`src/shared/acc_pkg.sv`:
```
package acc_pkg;
    // Register indices; byte address is four times the index
    localparam logic [7:0] ACC_IDX_INPUT_SELECT     = 8'h00;
    localparam logic [7:0] ACC_IDX_CONTROL_A        = 8'h01;
    localparam logic [7:0] ACC_IDX_CONTROL_B        = 8'h02;
    localparam logic [7:0] ACC_IDX_RESULT_LOW       = 8'h03;
    localparam logic [7:0] ACC_IDX_RESULT_HIGH      = 8'h04;
    localparam logic [7:0] ACC_IDX_DIGITAL_DISABLE  = 8'h0d;

    // Input select fields
    localparam int ACC_CHAN_LSB   = 0;
    localparam int ACC_REF_BIT    = 4;
    // Control A fields
    localparam int ACC_EN_BIT     = 7;
    localparam int ACC_START_BIT  = 6;
    localparam int ACC_AUTO_BIT   = 5;
    localparam int ACC_DONE_BIT   = 4;
    localparam int ACC_IRQEN_BIT  = 3;
    localparam int ACC_PS_LSB     = 0;
    // Control B fields
    localparam int ACC_LEFT_BIT   = 7;
    localparam int ACC_CME_BIT    = 6;
    localparam int ACC_TS_LSB     = 0;

    // Reset values
    localparam logic [3:0] ACC_CHAN_RESET             = 4'h0;
    localparam logic [2:0] ACC_PS_RESET               = 3'h0;
    localparam logic [2:0] ACC_TS_RESET               = 3'h0;
    localparam logic [7:0] ACC_DIGITAL_DISABLE_RESET  = 8'h00;
    localparam logic [9:0] ACC_RESULT_RESET           = 10'h000;

    // Conversion timing in converter clock cycles
    localparam logic [4:0] ACC_FIRST_CONV_CYCLES  = 5'h19;
    localparam logic [4:0] ACC_NORMAL_CONV_CYCLES = 5'h0d;
    localparam logic [4:0] ACC_FIRST_SAMPLE_CYC   = 5'h0d;
    localparam logic [4:0] ACC_NORMAL_SAMPLE_CYC  = 5'h01;

    // Trigger source zero is the completion flag: free running
    localparam logic [2:0] ACC_TS_FREE_RUN = 3'h0;
    localparam logic [3:0] ACC_CHAN_TEMP   = 4'h8;

    typedef enum logic {ACC_IDLE, ACC_CONVERT} acc_state_e;

    typedef struct packed {
        logic       enable;
        logic       sample;
        logic [3:0] channel;
        logic       ref_internal;
    } acc_core_s;

    typedef struct packed {
        logic       write;
        logic [7:0] idx;
    } acc_aphase_s;
endpackage : acc_pkg

```
`src/rtl/acc_conversion_control.sv`:
```
`timescale 1ns/10ps
// Behaviour
// - Converter idle until enable set; clearing enable stops any conversion.
// - Reference and channel selections reach the core only while enabled.
// - Each conversion yields a 10-bit code, zero ground, all ones reference.
// - Reference select picks supply or internal 1.1V reference.
// - Channel select routes one of eight pins or temperature sensor.
// - Result right aligned by default, left aligned when left adjust set.
// - Reading low byte locks result; completions before high read are dropped.
// - Reading high byte releases the result lock.
// - Completion flag still sets when the result is dropped by lock.
// - Writing start one begins a conversion; reads one until completion.
// - Channel change during conversion applies only after it finishes.
// - Auto trigger enable makes the selected trigger source start conversions.
// - Rising trigger edge resets prescaler and starts a conversion.
// - Trigger held high at completion or edge during conversion starts nothing.
// - Trigger flags set even if masked; software clears them before next event.
// - Completion-flag trigger restarts after each conversion; first needs start bit.
// - Start bit works under auto trigger and reads one during any conversion.
// - Comparator mux enable with converter off routes channel mux to comparator.
// - Digital disable bit blocks pin input, reads zero; resets to zero.
// - Converter raises its own interrupt request on completion.
// - Normal conversion 13 converter cycles; first after enable 25.
// - Start bit conversion begins on next converter clock edge.
// - Completion writes result, sets flag, clears start bit same cycle; free running keeps start bit one.
module acc_conversion_control
    import acc_pkg::*;
(
    input  wire logic        hclk,
    input  wire logic        hresetn,
    input  wire logic        hsel,
    input  wire logic [31:0] haddr,
    input  wire logic [1:0]  htrans,
    input  wire logic        hwrite,
    input  wire logic [2:0]  hsize,
    input  wire logic [31:0] hwdata,
    input  wire logic        hready,
    output logic             hreadyout,
    output logic             hresp,
    output logic [31:0]      hrdata,
    output acc_core_s        core,
    input  wire logic [9:0]  core_result,
    input  wire logic [7:0]  trigger_in,
    output logic             conversion_irq,
    output logic             comparator_mux_sel,
    output logic [3:0]       comparator_channel,
    input  wire logic [7:0]  pin_in,
    output logic [7:0]       pin_read,
    output logic [7:0]       digital_input_disable
);
    logic [3:0]  chan_temp;
    logic        ref_temp;
    logic [3:0]  active_chan;
    logic        active_ref;
    logic        converter_enable;
    logic        start_req;
    logic        auto_trigger_enable;
    logic        conversion_done_flag;
    logic        irq_enable;
    logic [2:0]  prescale_select;
    logic        left_adjust_select;
    logic        comparator_mux_enable;
    logic [2:0]  trigger_source_select;
    logic [9:0]  result;
    logic        read_lock;
    acc_state_e  state;
    logic [4:0]  cyc;
    logic        conv_first;
    logic [7:0]  ps_cnt;
    logic [8:0]  ps_div;
    logic        tick;
    logic        trig_q;
    logic        trig_edge;
    logic        begin_manual;
    logic        begin_trig;
    logic        done;
    logic        free_run;
    logic [4:0]  conv_len;
    logic [7:0]  pin_s1;
    logic [7:0]  pin_s2;
    acc_aphase_s dp;
    logic        take;
    logic        addr_ok;
    logic        rd_low;
    logic        rd_high;
    logic        wr_sel;
    logic        wr_ctl_a;
    logic        wr_ctl_b;
    logic        wr_dis;
    logic [7:0]  res_low_byte;
    logic [7:0]  res_high_byte;
    logic [31:0] next_rdata;

    // Zero wait state slave, always OKAY
    assign hreadyout = 1'b1;
    assign hresp     = 1'b0;

    assign take    = hsel & hready & htrans[1];
    assign addr_ok = (haddr[31:10] == 22'h000000) & (haddr[1:0] == 2'b00);
    // Read side effects act on the address phase, so the lock is in place before data returns
    assign rd_low  = take & ~hwrite & addr_ok & (haddr[9:2] == ACC_IDX_RESULT_LOW);
    assign rd_high = take & ~hwrite & addr_ok & (haddr[9:2] == ACC_IDX_RESULT_HIGH);

    always_ff @(posedge hclk or negedge hresetn) begin
        if (!hresetn) begin
            dp <= '0;
        end else begin
            dp.write <= take & hwrite & addr_ok;
            dp.idx   <= haddr[9:2];
        end
    end

    assign wr_sel   = dp.write & (dp.idx == ACC_IDX_INPUT_SELECT);
    assign wr_ctl_a = dp.write & (dp.idx == ACC_IDX_CONTROL_A);
    assign wr_ctl_b = dp.write & (dp.idx == ACC_IDX_CONTROL_B);
    assign wr_dis   = dp.write & (dp.idx == ACC_IDX_DIGITAL_DISABLE);

    // Alignment is applied on read so the stored code is always the raw 10 bits
    assign res_low_byte  = left_adjust_select ? {result[1:0], 6'h00} : result[7:0];
    assign res_high_byte = left_adjust_select ? result[9:2] : {6'h00, result[9:8]};

    always_comb begin
        next_rdata = 32'h00000000;
        if (addr_ok) begin
            unique case (haddr[9:2])
                ACC_IDX_INPUT_SELECT:    next_rdata[4:0] = {ref_temp, chan_temp};
                ACC_IDX_CONTROL_A:       next_rdata[7:0] = {converter_enable, start_req | (state == ACC_CONVERT),
                                                            auto_trigger_enable, conversion_done_flag,
                                                            irq_enable, prescale_select};
                ACC_IDX_CONTROL_B:       next_rdata[7:0] = {left_adjust_select, comparator_mux_enable, 3'h0,
                                                            trigger_source_select};
                ACC_IDX_RESULT_LOW:      next_rdata[7:0] = res_low_byte;
                ACC_IDX_RESULT_HIGH:     next_rdata[7:0] = res_high_byte;
                ACC_IDX_DIGITAL_DISABLE: next_rdata[7:0] = digital_input_disable;
                default:                 next_rdata = 32'h00000000;
            endcase
        end
    end

    always_ff @(posedge hclk or negedge hresetn) begin
        if (!hresetn) begin
            hrdata <= 32'h00000000;
        end else if (take & ~hwrite) begin
            hrdata <= next_rdata;
        end
    end

    // Software-side selection, held in the temporary copy
    always_ff @(posedge hclk or negedge hresetn) begin
        if (!hresetn) begin
            chan_temp <= ACC_CHAN_RESET;
            ref_temp  <= 1'b0;
        end else if (wr_sel) begin
            chan_temp <= hwdata[ACC_CHAN_LSB +: 4];
            ref_temp  <= hwdata[ACC_REF_BIT];
        end
    end

    // Copy follows the temporary only while enabled and not mid-conversion
    always_ff @(posedge hclk or negedge hresetn) begin
        if (!hresetn) begin
            active_chan <= ACC_CHAN_RESET;
            active_ref  <= 1'b0;
        end else if (converter_enable & ((state == ACC_IDLE) | done)) begin
            active_chan <= chan_temp;
            active_ref  <= ref_temp;
        end
    end

    always_ff @(posedge hclk or negedge hresetn) begin
        if (!hresetn) begin
            converter_enable    <= 1'b0;
            auto_trigger_enable <= 1'b0;
            irq_enable          <= 1'b0;
            prescale_select     <= ACC_PS_RESET;
        end else if (wr_ctl_a) begin
            converter_enable    <= hwdata[ACC_EN_BIT];
            auto_trigger_enable <= hwdata[ACC_AUTO_BIT];
            irq_enable          <= hwdata[ACC_IRQEN_BIT];
            prescale_select     <= hwdata[ACC_PS_LSB +: 3];
        end
    end

    always_ff @(posedge hclk or negedge hresetn) begin
        if (!hresetn) begin
            left_adjust_select    <= 1'b0;
            comparator_mux_enable <= 1'b0;
            trigger_source_select <= ACC_TS_RESET;
        end else if (wr_ctl_b) begin
            left_adjust_select    <= hwdata[ACC_LEFT_BIT];
            comparator_mux_enable <= hwdata[ACC_CME_BIT];
            trigger_source_select <= hwdata[ACC_TS_LSB +: 3];
        end
    end

    always_ff @(posedge hclk or negedge hresetn) begin
        if (!hresetn) begin
            digital_input_disable <= ACC_DIGITAL_DISABLE_RESET;
        end else if (wr_dis) begin
            digital_input_disable <= hwdata[7:0];
        end
    end

    // Prescaler: divide by two to the power one plus select, held in reset while disabled
    assign ps_div = 9'h002 << prescale_select;
    assign tick   = ({1'b0, ps_cnt} == (ps_div - 9'h001));

    always_ff @(posedge hclk or negedge hresetn) begin
        if (!hresetn) begin
            ps_cnt <= 8'h00;
        end else if (!converter_enable | begin_trig | tick) begin
            ps_cnt <= 8'h00;
        end else begin
            ps_cnt <= ps_cnt + 8'h01;
        end
    end

    // Edge detect only; a level still high after completion gives no new start
    always_ff @(posedge hclk or negedge hresetn) begin
        if (!hresetn) begin
            trig_q <= 1'b0;
        end else begin
            trig_q <= trigger_in[trigger_source_select];
        end
    end

    assign trig_edge    = trigger_in[trigger_source_select] & ~trig_q;
    assign free_run     = auto_trigger_enable & (trigger_source_select == ACC_TS_FREE_RUN);
    assign begin_trig   = converter_enable & (state == ACC_IDLE) & auto_trigger_enable &
                          (trigger_source_select != ACC_TS_FREE_RUN) & trig_edge;
    assign begin_manual = converter_enable & (state == ACC_IDLE) & start_req & tick & ~begin_trig;
    assign conv_len     = conv_first ? ACC_FIRST_CONV_CYCLES : ACC_NORMAL_CONV_CYCLES;
    // Gated by enable so a clear written before the completing tick cannot store a result or set the flag
    assign done         = converter_enable & (state == ACC_CONVERT) & tick & (cyc == conv_len - 5'h01);

    always_ff @(posedge hclk or negedge hresetn) begin
        if (!hresetn) begin
            start_req <= 1'b0;
        end else if (!converter_enable & !(wr_ctl_a & hwdata[ACC_EN_BIT])) begin
            start_req <= 1'b0;
        end else if (begin_manual | begin_trig) begin
            start_req <= 1'b0;
        end else if (wr_ctl_a & hwdata[ACC_START_BIT] & hwdata[ACC_EN_BIT] & (state == ACC_IDLE)) begin
            start_req <= 1'b1;
        end
    end

    always_ff @(posedge hclk or negedge hresetn) begin
        if (!hresetn) begin
            state      <= ACC_IDLE;
            cyc        <= 5'h00;
            conv_first <= 1'b1;
        end else if (!converter_enable) begin
            state      <= ACC_IDLE;
            cyc        <= 5'h00;
            conv_first <= 1'b1;
        end else if (begin_manual | begin_trig) begin
            state <= ACC_CONVERT;
            cyc   <= 5'h00;
        end else if (done) begin
            // Free running keeps busy high, so the start bit stays one
            state      <= free_run ? ACC_CONVERT : ACC_IDLE;
            cyc        <= 5'h00;
            conv_first <= 1'b0;
        end else if ((state == ACC_CONVERT) & tick) begin
            cyc <= cyc + 5'h01;
        end
    end

    always_ff @(posedge hclk or negedge hresetn) begin
        if (!hresetn) begin
            result <= ACC_RESULT_RESET;
        end else if (done & ~read_lock) begin
            result <= core_result;
        end
    end

    always_ff @(posedge hclk or negedge hresetn) begin
        if (!hresetn) begin
            read_lock <= 1'b0;
        end else if (rd_high) begin
            read_lock <= 1'b0;
        end else if (rd_low) begin
            read_lock <= 1'b1;
        end
    end

    // Set wins over a same-cycle write-one clear
    always_ff @(posedge hclk or negedge hresetn) begin
        if (!hresetn) begin
            conversion_done_flag <= 1'b0;
        end else if (done) begin
            conversion_done_flag <= 1'b1;
        end else if (wr_ctl_a & hwdata[ACC_DONE_BIT]) begin
            conversion_done_flag <= 1'b0;
        end
    end

    assign conversion_irq = conversion_done_flag & irq_enable;

    always_ff @(posedge hclk or negedge hresetn) begin
        if (!hresetn) begin
            core <= '0;
        end else begin
            core.enable       <= converter_enable;
            core.sample       <= converter_enable & (state == ACC_CONVERT) & tick &
                                 (cyc == (conv_first ? ACC_FIRST_SAMPLE_CYC : ACC_NORMAL_SAMPLE_CYC));
            core.channel      <= active_chan;
            core.ref_internal <= active_ref;
        end
    end

    always_ff @(posedge hclk or negedge hresetn) begin
        if (!hresetn) begin
            comparator_mux_sel <= 1'b0;
            comparator_channel <= ACC_CHAN_RESET;
        end else begin
            comparator_mux_sel <= comparator_mux_enable & ~converter_enable;
            comparator_channel <= chan_temp;
        end
    end

    // Pins are asynchronous: two stages before the mask
    always_ff @(posedge hclk or negedge hresetn) begin
        if (!hresetn) begin
            pin_s1   <= 8'h00;
            pin_s2   <= 8'h00;
            pin_read <= 8'h00;
        end else begin
            pin_s1   <= pin_in;
            pin_s2   <= pin_s1;
            pin_read <= pin_s2 & ~digital_input_disable;
        end
    end

    chk_off_idle: assert property (@(posedge hclk) disable iff (!hresetn)
        !converter_enable |=> (state == ACC_IDLE) && !core.sample)
        else $error("conversion running while disabled");
    chk_sel_gate: assert property (@(posedge hclk) disable iff (!hresetn)
        !converter_enable |=> $stable(active_chan) && $stable(active_ref))
        else $error("selection applied while disabled");
    chk_chan_hold: assert property (@(posedge hclk) disable iff (!hresetn)
        (state == ACC_CONVERT) && !done |=> $stable(active_chan))
        else $error("channel changed mid conversion");
    chk_result_store: assert property (@(posedge hclk) disable iff (!hresetn)
        done && !read_lock |=> result == $past(core_result))
        else $error("result not stored");
    chk_lock_drop: assert property (@(posedge hclk) disable iff (!hresetn)
        read_lock && !rd_high |=> $stable(result))
        else $error("locked result changed");
    chk_lock_free: assert property (@(posedge hclk) disable iff (!hresetn)
        rd_high |=> !read_lock)
        else $error("lock not released");
    chk_flag_set: assert property (@(posedge hclk) disable iff (!hresetn)
        done |=> conversion_done_flag)
        else $error("completion flag missing");
    chk_trig_start: assert property (@(posedge hclk) disable iff (!hresetn)
        begin_trig |=> (state == ACC_CONVERT) && (ps_cnt == 8'h00) && (cyc == 5'h00))
        else $error("trigger did not start conversion");
    chk_free_run: assert property (@(posedge hclk) disable iff (!hresetn)
        done && free_run && converter_enable |=> state == ACC_CONVERT)
        else $error("free running did not restart");
    chk_first_len: assert property (@(posedge hclk) disable iff (!hresetn)
        done |-> (conv_first ? (cyc == 5'h18) : (cyc == 5'h0c)))
        else $error("conversion length wrong");
    chk_busy_read: assert property (@(posedge hclk) disable iff (!hresetn)
        (state == ACC_CONVERT) && take && !hwrite && addr_ok && (haddr[9:2] == ACC_IDX_CONTROL_A)
        |=> hrdata[ACC_START_BIT])
        else $error("start bit reads zero while busy");
    chk_pin_mask: assert property (@(posedge hclk) disable iff (!hresetn)
        1'b1 |=> (pin_read & $past(digital_input_disable)) == 8'h00)
        else $error("disabled pin reads one");

    cov_first_done: cover property (@(posedge hclk) disable iff (!hresetn) done && conv_first);
    cov_lost_result: cover property (@(posedge hclk) disable iff (!hresetn) done && read_lock);
    cov_trig_run: cover property (@(posedge hclk) disable iff (!hresetn) begin_trig ##[1:400] done);
    cov_free_again: cover property (@(posedge hclk) disable iff (!hresetn) done && free_run);
endmodule : acc_conversion_control

```
`config.mk`:
```
export PLATFORM = sky130hd
export DESIGN_NAME = acc_conversion_control
export DESIGN_NICKNAME = d
export VERILOG_FILES = /design/src/shared/acc_pkg.sv /design/src/rtl/acc_conversion_control.sv
export SDC_FILE = /design/constraint.sdc
export NUM_CORES = 1
export LEC_CHECK = 0
export BUFFER_PORTS_ARGS = -buffer_cell sky130_fd_sc_hd__buf_2
export CAP_MARGIN = 20
export CORE_MARGIN = 3
export CORE_UTILIZATION = 50
export CTS_CLUSTER_SIZE = 24
export DETAILED_ROUTE_END_ITERATION = 6
export MAX_ROUTING_LAYER = met4
export PLACE_DENSITY = 0.79
export SLEW_MARGIN = 15
export SYNTH_ARGS = -nofsm -noshare
export SYNTH_HDL_FRONTEND = slang
export SYNTH_SLANG_ARGS = --single-unit
```
`constraint.sdc`:
```
create_clock -name hclk -period 8.2 [get_ports hclk]
set_clock_uncertainty 0.2 [all_clocks]
set_input_delay 0.82 -clock hclk [delete_from_list [all_inputs] [get_ports hclk]]
set_output_delay 0.82 -clock hclk [all_outputs]
set_load 0.02 [all_outputs]
```
Yosys cells after proc, flatten, opt, wreduce, memory -nomap -nowiden
Cells that the tools add are included.

Output and inout port bits: 63. Register bits after elaboration: 135.

$add $sub $neg: 4. Magnitude comparators: 1. Equal/unequal tests: 15. Bitwise gates (word level): 50. Multiplexer cells: 28. Shift operators: 1. Reductions and logical operators: 12.

Operator list (count): bitwise AND 1 bit (37); 2-to-1 mux 8 bit (4); one-hot mux 5 bit (6 select lines) (1); 2-to-1 mux 5 bit (5); == test 8 x 2 -> 1 bit (second input constant) (3); zero test 22 bit (1); == test 8 x 1 -> 1 bit (second input constant) (2); == test 8 x 4 -> 1 bit (second input constant) (2); zero test 8 bit (2); 2-to-1 mux 1 bit (15); one-hot mux 3 bit (5 select lines) (1); == test 8 x 9 -> 1 bit (1); << shifter 2 x 3 -> 9 bit (first input constant) (1); subtractor 9 x 1 -> 9 bit (second input constant) (1); adder 8 x 1 -> 8 bit (second input constant) (1); bitwise AND 8 bit (1); == test 8 x 3 -> 1 bit (second input constant) (1); inverter 8 bit (1); inverter 1 bit (6); nonzero test 3 bit (2); adder 5 x 1 -> 5 bit (second input constant) (1); == test 5 x 4 -> 1 bit (1); == test 5 bit (1); OR 1 bit (5); other kinds (13) (15).

Depth between registers and ports, before layout
Depth after elaboration: 10. Gate-level depth with buffers: 11.

Worst setup path after synthesis
Ideal clock, no wire load.

Path type: reg-to-reg. Start: reg prescale_select[1]. End: reg result[0]. Slack: 5.305 ns. Arrival: 2.567 ns. Cell stages (with the launch flop): 11. Required time: 7.872 ns. Cell sequence: dfrtp_1 > buf_2 > or3_1 > ha_1 > xnor2_1 > a211oi_1 > o2111a_1 > o31ai_2 > nor4b_2 > buf_4 > mux2_1.

Cells in the longest elaborated chain, start to end: 6.

RTL lines: start: declaration (RTL line acc_conversion_control.sv:60) `logic [2:0] prescale_select;`; start signal: assignment (RTL line acc_conversion_control.sv:180) `prescale_select <= hwdata[ACC_PS_LSB +: 3];`; << shifter 2 x 3 -> 9 bit (RTL line acc_conversion_control.sv:205) `assign ps_div = 9'h002 << prescale_select;`; subtractor 9 x 1 -> 9 bit (RTL line acc_conversion_control.sv:206) `assign tick = ({1'b0, ps_cnt} == (ps_div - 9'h001));`; == test 8 x 9 -> 1 bit (RTL line acc_conversion_control.sv:206); bitwise AND 1 bit (2 in a row) (RTL line acc_conversion_control.sv:234) `assign done = converter_enable & (state == ACC_CONVERT) & tick & (cyc == conv_len - 5'h01);`; bitwise AND 1 bit (RTL line acc_conversion_control.sv:273) `end else if (done & ~read_lock) begin`; end signal: assignment (RTL line acc_conversion_control.sv:274) `result <= core_result;`; end: declaration (RTL line acc_conversion_control.sv:64) `logic [9:0] result;`.

Every way passes these cells. A chain may end at the register's enable or synchronous reset.

Worst setup path in the final report
Start: reg prescale_select[1]. End: reg result[7].

Same word-level chain as after synthesis.

==> metrics.yaml <==
crit_start: "prescale_select[1]$_DFFE_PN0P_"
drt_iter0_drc: 267
grt_pass1_vias: 3704
n_antenna_cell: 0
gp_congestion: 0.887
place_area_um2: 5570
synth_common_cells: "dfrtp_1, nand2_1, buf_4"
grt_pass1_wl_um: 18300
dieWidth_um: 106
fin_util_pct: 60.6
fin_setup_tns_ps: 0
cts_sinks: 111
synth_top_area_cell: "dfrtp_1"
finalMaxSlewViolations: 0
synth_top_area_share_pct: 54.9
outcome: "finished, final reports clean"
crit_path_start_kind: "flop"
overflow: 0
syn_area_per_cell_um2: 11.6
start_util_pct: 52.8
core_um2: 9500
dieArea_um2: 11300
synth_xor_area_share_pct: 1.92
finalNetCount: 642
reg2reg_from: "prescale_select[1]$_DFFE_PN0P_"
cap_viol_max_count: 0
yosysMostFrequentCell: "dfrtp_1"
arrival_ps: 3620
synth-simple-area-share_pct: 14.1
post_cts_resized: 0
hold_path.class: "primary input to asynchronous set/reset pin"
antenna_found_initial: 0
cts-root-buf: "clkbuf_8"
num_vias: 3720
cp.required_ps: 8260
cts_tree: "built"
holdBufCountCts: 0
rsz0062_at_grt: "no"
row_count: 35
ios: 163
clkTransAtPathRegs_ps: 110
viasPerCell: 5.55
drc: 0
yosys.area_share.adder_pct: 1.25
power_leakage_nw: 2.75
max_freq_ghz: 0.281
netlist_top_cells_area: "dfrtp_1, mux2_2, buf_4"
async_reset_ff_share_pct: 100
synth_top_flop_cell: "dfrtp_1"
syn_inst: 432
min_period_ps: 3560
grt_max_degree: 91
drt-wirelength-per-cell_um: 16.7
final_antenna_net_count: 0
synth_compound_area_share_pct: 10.4
ir_drop_uv: 127
hold_viol: 0
setup_slack_ps: 4640
crit_type: "flop to flop"
ys_types: 58
syn_area_um2: 5020
setup_viol: 0
first_pass_iters: 5
grt.total_usage_pct: 21.0
slew_headroom_pct: 28.3
cts.path.max_buffers: 2
cp_max_fo: 14
die_h_um: 106
post-cts-setup-buffers: 0
ys_warn_count: 0
p_per_area_nw_per_um2: 164
synth_top_family_by_area: "simple AND/OR/NAND/NOR gates"
port_buffers: 108
ys_ff_latch: 111
syn_to_final_growth_pct: 14.9
stdcell_area_um2: 5760
ys_seq_area_share_pct: 55.4
place_ws_ps: 4370
fin_crit_sh_pct: 43.4
end_kind: "flop"
worst_pin_slew_ps: 1070
htree_levels: 3
drive_gt1_share_pct: 29.2
n_fill_cell: 820
synth_edf_count: 0
numCtsBuffers: 9
synthMuxAreaShare_pct: 11.0
dp_hpwl_um: 8400
routed_wl_um: 11200
insertion_delay_ps: 370
## layout make-up
cell class                 instances  area, um^2  share of cell area [%]
timing repair buffer             110         562                    9.75
sequential                       111        2780                    48.2
clock buffer                       9         124                    2.15
inverter                           9        33.8                   0.586
multi-input combinational        296        2050                    35.5
tap                              129         161                    2.80
clock inverter                     6        56.3                   0.977
## registers in the layout (all words and copies together), names as in the netlist, 3 cells and up
signal	count
pin_s2	8
prescale_select	3
core	7
pin_read	8
dp	9
digital_input_disable	8
result	10
comparator_channel	4
cyc	5
ps_cnt	8
trigger_source_select	3
hrdata	8
pin_s1	8
active_chan	4
chan_temp	4
## per-layer routing
| metal | track usage, % | part of all wire [%] | up-vias |
|---|---|---|---|
| met5 | - | 0 | - |
| met2 | 31.9 | 47 | 152 |
| met1 | 28.7 | 45 | 1829 |
| met4 | 5.46 | 1.4 | 0 |
| met3 | 4.86 | 6.7 | 21 |
| li1 | - | - | 1718 |
## final timing paths
path                            cells after the start                  endpoint  slack [ps]
worst min-delay path                                1       ps_cnt[4]$_DFF_PN0_         120
min in group hclk                                   0       pin_s2[5]$_DFF_PN0_         160
max in group asynchronous                           2  chan_temp[1]$_DFFE_PN0P_        6630
worst min register to register                      0       pin_s2[5]$_DFF_PN0_         160
worst max-delay path                                7     result[7]$_DFFE_PN0P_        4640
worst max register to register                      7     result[7]$_DFFE_PN0P_        4640
## layout by cell type, fill, tap and decap left out, types with 4 or more instances in the layout
| cell type | synthesis | layout |
|---|---|---|
| o31ai_1 | 4 | 4 |
| clkbuf_8 | 0 | 9 |
| xor2_1 | 8 | 8 |
| mux2i_1 | 8 | 8 |
| a22o_1 | 4 | 4 |
| nor2_1 | 20 | 20 |
| dfrtp_1 | 110 | 110 |
| nor3_1 | 7 | 7 |
| inv_1 | 9 | 9 |
| mux2_1 | 12 | 12 |
| a22oi_1 | 6 | 6 |
| nand3_1 | 15 | 15 |
| mux2_2 | 26 | 26 |
| or4_1 | 6 | 6 |
| ha_1 | 5 | 5 |
| a21oi_1 | 10 | 10 |
| nand4_1 | 5 | 5 |
| nand2_1 | 31 | 31 |
| and3_1 | 8 | 8 |
| o22ai_1 | 6 | 6 |
| o21ai_0 | 15 | 15 |
| buf_2 | 4 | 107 |
| nor2b_1 | 15 | 15 |
| conb_1 | 2 | 26 |
| nor4_1 | 7 | 7 |
| and2_1 | 6 | 6 |
| nand2b_1 | 4 | 4 |
## cell families after synthesis
kind of cell / after synthesis
adders and majority gates: 5
other: 2
buffers and inverters: 49
AOI/OAI and AO/OA: 73
xor gates and xnor gates: 11
muxes: 48
DFF: 111
and+or+nand+nor: 133
## where the power goes
| group | switching, mW | total, mW | internal, mW |
|---|---|---|---|
| registers | 0.00659 | 0.566 | 0.559 |
| logic | 0.0456 | 0.0698 | 0.0242 |
| clock network | 0.192 | 0.307 | 0.115 |
| total | 0.244 | 0.942 | 0.698 |
## through the flow
step / power (mW) / cells / hold WS (ps)
2_1_floorplan: 0.615 / 456 / 131
3_3_place_gp: 0.644 / 655 / 132
3_5_place_dp: 0.646 / 655 / 136
4_1_cts: 0.951 / 670 / 111
5_1_grt: 0.988 / 670 / 112
6_report: 0.942 / 670 / 117
## critical path, cell delays in order, from the launching register on
cell and delay (ps):
dfrtp_1 530, or3_1 400, ha_1 300, nor3b_1 180, o31a_1 320, o31ai_2 860
nor4b_4 250, mux2_1 390
(Power assumes the default switching activity.)
